`config.mk`:
```
export PLATFORM = sky130hd
export DESIGN_NAME = psm_mapper
export DESIGN_NICKNAME = d
export VERILOG_FILES = /design/src/core/psm_pkg.sv /design/src/core/psm_lane_if.sv /design/src/core/psm_lane_steer.sv /design/src/core/psm_mapper.sv
export SDC_FILE = /design/constraint.sdc
export NUM_CORES = 1
export LEC_CHECK = 0
export ABC_AREA = 1
export BUFFER_PORTS_ARGS = -buffer_cell sky130_fd_sc_hd__buf_2
export CAP_MARGIN = 40
export CORE_MARGIN = 5
export CORE_UTILIZATION = 35
export DETAILED_ROUTE_END_ITERATION = 6
export SYNTH_ARGS = -nofsm -noshare
export SYNTH_HDL_FRONTEND = slang
export SYNTH_SLANG_ARGS = --single-unit
export TNS_END_PERCENT = 50
```
`constraint.sdc`:
```
create_clock -name ref_clk_i -period 2.1 [get_ports ref_clk_i]
set_input_delay 0.105 -clock ref_clk_i [delete_from_list [all_inputs] [get_ports ref_clk_i]]
set_output_delay 0.105 -clock ref_clk_i [all_outputs]
set_load 0.005 [all_outputs]
```
`src/core/psm_pkg.sv`:
```
// Shared constants and types for the program space address mapper.
// Assumes a single 40 MHz core clock and a synchronous active-low reset.
package psm_pkg;

    // Address and data widths
    localparam int PSM_PADDR_W = 24;
    localparam int PSM_PWORD_W = 24;
    localparam int PSM_DATA_W  = 16;
    localparam int PSM_PAGE_W  = 8;

    // Field positions
    localparam int PSM_CFG_BIT = 23;
    localparam int PSM_EA_MSB  = 15;

    // Program byte write masks, bit 0 covers program bits 7:0
    localparam logic [2:0] PSM_MASK_LO_WORD = 3'h3;
    localparam logic [2:0] PSM_MASK_LO_B0   = 3'h1;
    localparam logic [2:0] PSM_MASK_LO_B1   = 3'h2;
    localparam logic [2:0] PSM_MASK_HI      = 3'h4;
    localparam logic [2:0] PSM_MASK_NONE    = 3'h0;

    // Extra instruction cycles for window accesses
    localparam logic [1:0] PSM_PEN_NONE  = 2'h0;
    localparam logic [1:0] PSM_PEN_SHORT = 2'h1;
    localparam logic [1:0] PSM_PEN_LONG  = 2'h2;
    localparam logic [1:0] PSM_PEN_EDGE  = 2'h2;

    // Reset values
    localparam logic [23:0] PSM_ADDR_RST = 24'h000000;
    localparam logic [15:0] PSM_DATA_RST = 16'h0000;

    // Kind of access offered by the core
    typedef enum logic [2:0] {
        PSM_K_FETCH = 3'h0,
        PSM_K_RDL   = 3'h1,
        PSM_K_RDH   = 3'h2,
        PSM_K_WTL   = 3'h3,
        PSM_K_WTH   = 3'h4,
        PSM_K_DATA  = 3'h5
    } psm_kind_t;

    // Access sequencer states
    typedef enum logic [3:0] {
        PSM_ST_IDLE = 4'h1,
        PSM_ST_ADDR = 4'h2,
        PSM_ST_DATA = 4'h4,
        PSM_ST_PEN  = 4'h8
    } psm_state_t;

endpackage

```
`src/core/psm_lane_if.sv`:
```
// Carrier between the sequencer and the read lane steering.
// Assumes the steering is purely combinational.
`timescale 1ns/1ps
`default_nettype none
interface psm_lane_if;
    logic [23:0] word;      // Program word returned by memory
    logic        high;      // High-part table read
    logic        byte_op;   // Byte-sized read
    logic        byte_sel;  // Byte select address bit
    logic [15:0] data;      // Steered data result

    modport steer (input word, high, byte_op, byte_sel, output data);
    modport core  (output word, high, byte_op, byte_sel, input data);
endinterface
`default_nettype wire

```
`src/core/psm_lane_steer.sv`:
```
// Read lane steering from a 24-bit program word to 16-bit data.
// Assumes the word input is stable during the capture cycle.
`timescale 1ns/1ps
`default_nettype none
module psm_lane_steer (
    psm_lane_if.steer lane
);
    import psm_pkg::*;

    wire logic [7:0]  lo_byte;
    wire logic [7:0]  hi_byte;
    wire logic [15:0] lo_path;
    wire logic [15:0] hi_path;

    // RL5 low byte select
    assign lo_byte = lane.byte_sel ? lane.word[15:8] : lane.word[7:0];
    // RL4 low word unchanged
    assign lo_path = lane.byte_op ? {8'h00, lo_byte} : lane.word[15:0];
    // RL7 phantom zero byte
    assign hi_byte = (lane.byte_op && lane.byte_sel) ? 8'h00
                                                     : lane.word[23:16];
    // RL6 upper byte zero
    assign hi_path = {8'h00, hi_byte};

    // RL8 two parallel spaces
    assign lane.data = lane.high ? hi_path : lo_path;

endmodule // psm_lane_steer
`default_nettype wire

```
`src/core/psm_mapper.sv`:
```
// Program space address mapper: builds program addresses for fetch,
// table and window accesses, steers read lanes and adds window stalls.
// Assumes a synchronous program memory that returns read data in the
// cycle after its read strobe, and a core that holds off new requests
// while ready is low.
`timescale 1ns/1ps
`default_nettype none
// Operation
// RL1 - 24-bit program address, words step by two, bit zero clear
// RL2 - Non-table accesses stay in user half; table page bit 7 picks space
// RL3 - Address bit 23 only set by table access to configuration space
// RL4 - Word low table read returns program bits 15:0 unchanged
// RL5 - Byte low table read picks bits 7:0 or 15:8 by byte select
// RL6 - Word high table read gives bits 23:16 low, upper byte zero
// RL7 - Byte high table read gives bits 23:16, or zero byte when select set
// RL8 - Low table ops reach low word, high ops reach upper byte
// RL9 - Data access goes to program memory when EA msb and enable set
// RL10 - Window address from EA low 15 bits plus window page, bit 23 zero
// RL11 - Window read delivers only low 16 bits of program word
// RL12 - Table access suspends window mapping
// RL13 - Outside loop, short class window access costs one extra cycle
// RL14 - Outside loop, other window access costs two extra cycles
// RL15 - In loop, first, last, interrupt exit, re-entry cost two extra
// RL16 - Other loop iterations execute window access in a single cycle
// RL17 - Table address is table page over data effective address
module psm_mapper (
    input  wire logic                ref_clk_i,
    input  wire logic                rst_n_i,
    input  wire logic                req_valid_i,
    input  wire psm_pkg::psm_kind_t  req_kind_i,
    input  wire logic                req_byte_i,
    input  wire logic                req_short_class_i,
    input  wire logic [15:0]         effective_address_i,
    input  wire logic [22:0]         program_counter_i,
    input  wire logic [15:0]         wdata_i,
    input  wire logic [7:0]          table_page_register_i,
    input  wire logic [7:0]          visibility_page_register_i,
    input  wire logic                visibility_enable_i,
    input  wire logic                loop_active_i,
    input  wire logic                loop_first_i,
    input  wire logic                loop_last_i,
    input  wire logic                loop_irq_exit_i,
    input  wire logic                loop_reentry_i,
    input  wire logic [23:0]         pm_rdata_i,
    output logic                     req_ready_o,
    output logic [23:0]              pm_addr_o,
    output logic                     pm_rd_o,
    output logic                     pm_wr_o,
    output logic [2:0]               pm_wmask_o,
    output logic [23:0]              pm_wdata_o,
    output logic [15:0]              rd_data_o,
    output logic                     done_o,
    output logic                     stall_o
);
    import psm_pkg::*;

    ////////////////////////////////////////////////////////////////////
    // Decode helpers

    // Stall cost of one window access
    function automatic logic [1:0] psm_penalty(
        input logic short_c,
        input logic in_loop,
        input logic edge_it
    );
        logic [1:0] pen;
        pen = PSM_PEN_NONE;
        if (in_loop) begin
            pen = edge_it ? PSM_PEN_EDGE : PSM_PEN_NONE;
        end else begin
            pen = short_c ? PSM_PEN_SHORT : PSM_PEN_LONG;
        end
        return pen;
    endfunction

    ////////////////////////////////////////////////////////////////////
    // State

    psm_state_t  state_reg;
    psm_state_t  state_next;
    psm_kind_t   kind_reg;
    logic        byte_reg;
    logic        bsel_reg;
    logic [1:0]  pen_reg;
    logic [1:0]  cnt_reg;
    logic        ready_reg;
    logic [23:0] addr_reg;
    logic        rd_reg;
    logic        wr_reg;
    logic [2:0]  mask_reg;
    logic [23:0] wdata_reg;
    logic [15:0] rdata_reg;
    logic        done_reg;
    logic        stall_reg;

    ////////////////////////////////////////////////////////////////////
    // Request decode

    wire logic        is_table;
    wire logic        is_write;
    wire logic        is_data;
    wire logic        vis_hit;
    wire logic        accept;
    wire logic        loop_edge;
    wire logic [1:0]  pen_req;
    wire logic [23:0] addr_fetch;
    wire logic [23:0] addr_table;
    wire logic [23:0] addr_vis;
    wire logic [23:0] addr_sel;
    wire logic [2:0]  mask_sel;
    wire logic [23:0] wdata_sel;
    wire logic [15:0] wd_lane;

    assign is_table = (req_kind_i == PSM_K_RDL) || (req_kind_i == PSM_K_RDH)
                   || (req_kind_i == PSM_K_WTL) || (req_kind_i == PSM_K_WTH);
    assign is_write = (req_kind_i == PSM_K_WTL) || (req_kind_i == PSM_K_WTH);
    assign is_data  = (req_kind_i == PSM_K_DATA);

    // RL9 window gate on EA msb and enable
    // RL12 a table access never takes the window
    assign vis_hit = is_data && !is_table && visibility_enable_i
                  && effective_address_i[PSM_EA_MSB];

    // Unmapped data accesses are left to the data space, not answered here
    assign accept = req_valid_i && ready_reg && (!is_data || vis_hit);

    // RL1 word fetch steps by two
    // RL3 fetch keeps bit 23 clear
    assign addr_fetch = {1'b0, program_counter_i[22:1], 1'b0};
    // RL17 table page over effective address
    // RL2 table page bit 7 selects configuration space
    assign addr_table = {table_page_register_i, effective_address_i};
    // RL10 window page over low 15 EA bits
    assign addr_vis   = {1'b0, visibility_page_register_i,
                         effective_address_i[14:0]};

    assign addr_sel = is_table ? addr_table
                    : is_data  ? addr_vis : addr_fetch;

    // RL8 low writes hit low word, high writes the upper byte
    assign mask_sel =
        (req_kind_i == PSM_K_WTL) ?
            (!req_byte_i ? PSM_MASK_LO_WORD
             : effective_address_i[0] ? PSM_MASK_LO_B1 : PSM_MASK_LO_B0)
      : (req_kind_i == PSM_K_WTH) ?
            ((req_byte_i && effective_address_i[0]) ? PSM_MASK_NONE
                                                    : PSM_MASK_HI)
      : PSM_MASK_NONE;

    // Byte writes carry their byte in the low lane; copy it to both halves
    assign wd_lane   = req_byte_i ? {wdata_i[7:0], wdata_i[7:0]} : wdata_i;
    assign wdata_sel = {wdata_i[7:0], wd_lane};

    // RL15 loop edge iterations
    assign loop_edge = loop_first_i || loop_last_i || loop_irq_exit_i
                    || loop_reentry_i;
    // RL13 RL14 RL16 window stall cost
    assign pen_req = vis_hit ? psm_penalty(req_short_class_i,
                                           loop_active_i, loop_edge)
                             : PSM_PEN_NONE;

    ////////////////////////////////////////////////////////////////////
    // Read lane steering

    psm_lane_if lane ();

    assign lane.word     = pm_rdata_i;
    assign lane.high     = (kind_reg == PSM_K_RDH);
    // RL11 window reads use the low word only
    assign lane.byte_op  = byte_reg && (kind_reg != PSM_K_DATA);
    assign lane.byte_sel = bsel_reg;

    psm_lane_steer u_steer (
        .lane (lane.steer)
    );

    ////////////////////////////////////////////////////////////////////
    // Sequencer next state

    always_comb begin
        state_next = state_reg;
        case (state_reg)
            PSM_ST_IDLE: begin
                if (accept) begin
                    state_next = PSM_ST_ADDR;
                end
            end
            PSM_ST_ADDR: state_next = PSM_ST_DATA;
            PSM_ST_DATA: begin
                state_next = (pen_reg == PSM_PEN_NONE) ? PSM_ST_IDLE
                                                       : PSM_ST_PEN;
            end
            PSM_ST_PEN: begin
                if (cnt_reg == 2'h1) begin
                    state_next = PSM_ST_IDLE;
                end
            end
            default: state_next = PSM_ST_IDLE;
        endcase
    end

    ////////////////////////////////////////////////////////////////////
    // Sequencer and handshake flops

    // Ready and stall are registered, so they lead the state by nothing
    always_ff @(posedge ref_clk_i) begin
        if (!rst_n_i) begin
            state_reg <= PSM_ST_IDLE;
            ready_reg <= 1'b0;
            stall_reg <= 1'b0;
            done_reg  <= 1'b0;
            cnt_reg   <= PSM_PEN_NONE;
        end else begin
            state_reg <= state_next;
            ready_reg <= (state_next == PSM_ST_IDLE);
            stall_reg <= (state_next != PSM_ST_IDLE);
            done_reg  <= (state_reg != PSM_ST_IDLE)
                      && (state_next == PSM_ST_IDLE);
            if (state_reg == PSM_ST_DATA) begin
                cnt_reg <= pen_reg;
            end else if (state_reg == PSM_ST_PEN) begin
                cnt_reg <= cnt_reg - 2'h1;
            end
        end
    end

    // Request capture and memory strobes, one cycle wide
    always_ff @(posedge ref_clk_i) begin
        if (!rst_n_i) begin
            kind_reg  <= PSM_K_FETCH;
            byte_reg  <= 1'b0;
            bsel_reg  <= 1'b0;
            pen_reg   <= PSM_PEN_NONE;
            addr_reg  <= PSM_ADDR_RST;
            rd_reg    <= 1'b0;
            wr_reg    <= 1'b0;
            mask_reg  <= PSM_MASK_NONE;
            wdata_reg <= PSM_ADDR_RST;
        end else begin
            rd_reg <= accept && !is_write;
            wr_reg <= accept && is_write;
            if (accept) begin
                kind_reg  <= req_kind_i;
                byte_reg  <= req_byte_i;
                bsel_reg  <= effective_address_i[0];
                pen_reg   <= pen_req;
                addr_reg  <= addr_sel;
                mask_reg  <= mask_sel;
                wdata_reg <= wdata_sel;
            end
        end
    end

    // Read result capture while memory data is valid
    always_ff @(posedge ref_clk_i) begin
        if (!rst_n_i) begin
            rdata_reg <= PSM_DATA_RST;
        end else if (state_reg == PSM_ST_DATA && !wr_reg
                     && kind_reg != PSM_K_WTL && kind_reg != PSM_K_WTH) begin
            rdata_reg <= lane.data;
        end
    end

    assign req_ready_o = ready_reg;
    assign pm_addr_o   = addr_reg;
    assign pm_rd_o     = rd_reg;
    assign pm_wr_o     = wr_reg;
    assign pm_wmask_o  = mask_reg;
    assign pm_wdata_o  = wdata_reg;
    assign rd_data_o   = rdata_reg;
    assign done_o      = done_reg;
    assign stall_o     = stall_reg;

    wire logic in_data;
    assign in_data = (state_reg == PSM_ST_DATA);
endmodule // psm_mapper
`default_nettype wire

```
==> flow_metrics.tcl, run 1 <==
set metrics [dict create \
    outcome "finished clean" \
    drtAntennaViolNets 0 \
    n_antenna_cell 0 \
    synth_fp_nets 731 \
    syn_area_um2 3970 \
    track_usage 0.180 \
    hold_path.startpoint "table_page_register_i[7]" \
    largest_reg_flops 24 \
    relSlewSlack 0.575 \
    hold_class "in2reg" \
    power.total_uw 3710 \
    start_kind "flip-flop" \
    yosysWarnings 0 \
    cts_tree "yes" \
    syn_area_per_cell_um2 6.40 \
    yosys.area.top_type "dfxtp_1" \
    synth-seq-area-share 0.388 \
    cts_buffers 9 \
    synth_edf_count 0 \
    post_dp_cell_area_um2 4870 \
    dp_hpwl_um 9090 \
    critical_path.cell_chain "inv_1 -> nor2_1 -> nand3_2 -> nor2_4 -> nand2_1 -> o21ai_0 -> nor2_1" \
    critPathArrivalTime_ps 1960 \
    grt_max_degree 33 \
    cts_max_level 3 \
    cp.required_ps 2300 \
    clkSinkCount 77 \
    drt_iter0_drc 259 \
    io_pins 181 \
    slew_violations 0 \
    grt_pass1_vias 4177 \
    leakagePower_uw 0.00277 \
    finClkSkew_ps 5.38 \
    crit_fanout 24 \
    synth_top_area_frac 0.388 \
    layout_commonest_cell "nand2_1" \
    synthTopCellsByArea "dfxtp_1, nand2_1, nor2_1, o21ai_0, nand3_1" \
    worst_slack_ps 335 \
    cts_max_path_buffers 2 \
    p_per_area_nw_per_um2 717 \
    grt_pass1_wl_um 19700 \
    worstReg2RegStart "state_reg[2]$_SDFF_PN0_" \
    postCtsHoldBufs 0 \
    synth_cell_type_count 27 \
    viasPerCell 4.70 \
    cpMaxStageDelayCell "nor2_4" \
    initial_core_util 0.353 \
    worstMarginPinSlew_ps 638 \
    nNetsFinal 891 \
    dp_slack_ps 245 \
    gr-total-overflow 0 \
    finalCriticalPeriod_ps 1760 \
    crit_path_start "state_reg[2]$_SDFF_PN0_" \
    synth_ff_type "dfxtp_1" \
    worst_path_most_repeated_cell "nor2_1" \
    setup_violations 0 \
    hold_viol 0 \
    syn_to_final_growth_pct 30.1 \
    wl_per_cell_um 13.1 \
    antenna_found_initial 1 \
    irDropWorstVdd_mv 0.407 \
    synth_cells 621 \
    cpPeakStageDelay_ps 470 \
    grt_setup_unrepaired "false" \
    cts_resized 0 \
    drc 0 \
    cts-root-buf "clkbuf_16" \
    final_area_um2 5170 \
    die_w_um 117 \
    vias 4368 \
    die_area_um2 13600 \
    postCtsSetupBuffers 0 \
    insertion_delay_ps 330 \
    crit_family "simple AND/OR/NAND/NOR gates" \
    drive_gt1_frac 0.271 \
    drv_cap 0 \
    path_buf_inv 1 \
    async_flop_share 0 \
    globalplace.congestion 0.884 \
    std_cell_rows 39 \
    portBuffers 179 \
    wl_um 12100 \
    finalSetupTns_ps 0 \
    cp-end-kind "flip-flop" \
    dr.pass1.iters 5 \
    ys_ff_latch 77 \
    die_h_um 117 \
    layout_common_cells "nand2_1, buf_2, nor2_1" \
    crit_type "reg2reg" \
    clk_pin_slew_ps 60 \
    core_um2 11300 \
    fin_crit_sh 0.840 \
    max_freq_mhz 567 \
]
[worst paths after layout]
| path | endpoint | slack [ps] | depth (start not counted) |
|---|---|---|---|
| setup / recovery | rd_data_o[13]$_SDFFE_PN0P_ | 340 | 7 |
| hold / removal | pm_addr_o[23]$_SDFFE_PN0P_ | 40 | 3 |
| setup reg to reg | rd_data_o[13]$_SDFFE_PN0P_ | 340 | 7 |
| hold reg to reg | pm_wdata_o[10]$_SDFFE_PN0P_ | 460 | 2 |
[synth_stat cells (3+ instances only)]
| library cell | instances |
|---|---|
| buf_4 | 14 |
| dfxtp_1 | 77 |
| a21oi_1 | 35 |
| inv_1 | 44 |
| nor3_1 | 3 |
| buf_6 | 7 |
| nand2_1 | 200 |
| nand4_1 | 11 |
| nand3_1 | 43 |
| clkbuf_1 | 10 |
| o21ai_0 | 54 |
| nor2_1 | 96 |
| buf_2 | 6 |
| o21ai_1 | 5 |
[metal layers]
metal  routed length [µm]  vias to the layer above  global-route usage
met5                   11                        -                   0
met4                  230                        2              0.0719
met3                 1170                       19              0.0456
met2                 5450                      172               0.294
met1                 5260                     1889               0.229
li1                     -                     2286                   -
[cell families after synthesis]
kind of cell / share of synthesized area
simple gates: 0.372
compound gates: 0.126
flops: 0.388
fa+ha+maj: 0.00315
buf+inv: 0.111
[power by group]
group | internal [µW] | switching [µW]
combinational | 230 | 323
sequential | 1530 | 42.7
clock | 987 | 600
[area by class of cell]
class	instances	area [µm²]
clock buffer	13	260
tap	143	179
fill	1182	6100
sequential	77	1540
timing repair buffer	187	968
inverter	48	185
clock inverter	3	43.8
multi-input combinational	458	1990
[worst min-delay path, stage by stage]
cell	delay, ps
buf_2	90
nand2_1	50
o21ai_0	70
[through the flow]
step	cells	hold WS [ps]	util
after floorplan	621	247	-
after global placement	913	370	0.432
after detailed placement	913	379	0.432
after CTS	929	30.1	0.459
after global routing	929	50.7	0.459
final	929	41.1	0.459
(Power assumes the default switching activity.)
==> run 2: changes to the inputs <==
- clock period: 2.1 -> 1.7 ns (I/O delays scaled with it)
==> run 2 against run 1 <==
Hold slack worse by 18 ps. Critical endpoint unchanged. Critical path depth increased by 1. Fmax rose by 22%. Flip-flop and latch count is the same. Combinational power grew 25%.
==> flow_metrics.tcl, run 2 (synthesis gave the netlist of run 1 again) <==
set metrics [dict create \
    drv_cap 0 \
    finalCriticalPeriod_ps 1440 \
    hold_path.startpoint "wdata_i[7]" \
    layout_commonest_cell "nand2_1" \
    std_cell_rows 39 \
    critPathArrivalTime_ps 1650 \
    layout_common_cells "nand2_1, buf_2, nor2_1" \
    largest_reg_flops 24 \
    grt_setup_unrepaired "false" \
    die_w_um 117 \
    drt_iter0_drc 341 \
    crit_type "reg2reg" \
    path_buf_inv 2 \
    dp_hpwl_um 9180 \
    p_per_area_nw_per_um2 863 \
    nNetsFinal 895 \
    critical_path.cell_chain "inv_1 -> nand3_1 -> nand2_1 -> nor2_4 -> buf_12 -> nand2_1 -> o21ai_0 -> nor2_1" \
    grt_pass1_vias 4082 \
    cts_tree "yes" \
    grt_pass1_wl_um 19200 \
    slew_violations 0 \
    dr.max_layer_used "met5" \
    relSlewSlack 0.649 \
    syn_to_final_growth_pct 31.1 \
    crit_path_start "kind_reg[2]$_SDFFE_PN0P_" \
    wl_um 12000 \
    grt_max_degree 31 \
    start_kind "flip-flop" \
    die_h_um 117 \
    cts_max_level 3 \
    leakagePower_uw 0.00279 \
    gr-total-overflow 0 \
    vias 4377 \
    max_freq_mhz 693 \
    drtAntennaViolNets 0 \
    clk_pin_slew_ps 60 \
    crit_family "simple AND/OR/NAND/NOR gates" \
    wl_met3_um 1020 \
    stdcell_count 933 \
    cp.required_ps 1900 \
    portBuffers 179 \
    core_um2 11300 \
    globalplace.congestion 0.890 \
    irDropWorstVdd_mv 0.372 \
    finalSetupTns_ps 0 \
    fin_crit_sh 0.849 \
    io_pins 181 \
    insertion_delay_ps 330 \
    postCtsHoldBufs 0 \
    drive_gt1_frac 0.278 \
    worstReg2RegStart "kind_reg[2]$_SDFFE_PN0P_" \
    cts_buffers 9 \
    die_area_um2 13600 \
    hold_class "in2reg" \
    cts_max_path_buffers 2 \
    drc 0 \
    dpl.cell_count 917 \
    crit_fanout 24 \
    worst_path_most_repeated_cell "nand2_1" \
    hold_viol 0 \
    antenna_found_initial 1 \
    fillers 1177 \
    cpPeakStageDelay_ps 380 \
    wl_met1_um 5410 \
    wl_met2_um 5450 \
    setup_violations 0 \
    cts-root-buf "clkbuf_16" \
    cp-end-kind "flip-flop" \
    outcome "finished clean" \
    dr.pass1.iters 5 \
    cpMaxStageDelayCell "dfxtp_1" \
    wl_per_cell_um 12.9 \
    track_usage 0.176 \
    initial_core_util 0.353 \
    worstMarginPinSlew_ps 527 \
    viasPerCell 4.69 \
    clkSinkCount 77 \
    finClkSkew_ps 7.04 \
    n_antenna_cell 0 \
]
-- run 2: cell count changes in the layout (fill, tap and decap cells not counted) --
cell | previous run | this run
clkbuf_8 | 2 | 4
buf_12 | 1 | 2
buf_4 | 7 | 10
clkbuf_1 | 2 | 0
clkinv_2 | 1 | 2
clkinvlp_4 | 0 | 1
nand2_2 | 2 | 3
nand2_1 | 200 | 199
clkinv_4 | 1 | 0
bufinv_16 | 1 | 0
-- run 2: worst paths after layout --
| kind | slack, ps | cells after the start | endpoint |
|---|---|---|---|
| setup / recovery | 260 | 8 | rd_data_o[13]$_SDFFE_PN0P_ |
| hold / removal | 20 | 3 | pm_wdata_o[7]$_SDFFE_PN0P_ |
| setup reg to reg | 260 | 8 | rd_data_o[13]$_SDFFE_PN0P_ |
| hold reg to reg | 460 | 2 | pm_wdata_o[12]$_SDFFE_PN0P_ |
-- run 2: cell type report --
type | count | area, µm² | area share
Clock buffer | 13 | 280 | 0.0538
Clock inverter | 3 | 17.5 | 0.00336
Inverter | 48 | 185 | 0.0356
Multi-Input combinational cell | 458 | 1990 | 0.383
Sequential cell | 77 | 1540 | 0.296
Tap cell | 143 | 179 | 0.0344
Timing Repair Buffer | 191 | 1010 | 0.194
-- run 2: power by group --
part | switching [µW] | total [µW] | internal [µW]
sequential | 48.3 | 1930 | 1890
clock | 725 | 1870 | 1140
combinational | 405 | 694 | 289
-- run 2: worst register-to-register path: stages, from the launching register on --
cell,delay [ps]
dfxtp_1,380
inv_1,80
nand3_1,70
nand2_1,230
nor2_4,210
buf_12,170
nand2_1,60
o21ai_0,80
nor2_1,50
-- run 2: routing by layer --
metal / global-route usage / up-vias
li1: - / 2292
met1: 0.223 / 1909
met2: 0.291 / 164
met3: 0.0461 / 10
met4: 0.0581 / 2
met5: 0 / -
-- run 2: through the flow --
stage	hold WS (ps)	setup slack [ps]	total power, µW	area (µm²)	utilization
CTS	18.7	178	4570	5210	0.462
global placement	351	257	2660	4910	0.435
global route	29.0	25.8	4750	5210	0.462
detailed placement	365	199	2670	4910	0.435
finish	23.4	257	4500	5210	0.462
floorplan	227	391	2380	3970	-
-- run 2: what timing repair did --
item / CTS / global route
buffers inserted: 0 / 0
hold endpoints to repair: 0 / 0
setup endpoints to repair: 0 / 1
resized for setup: 0 / 1
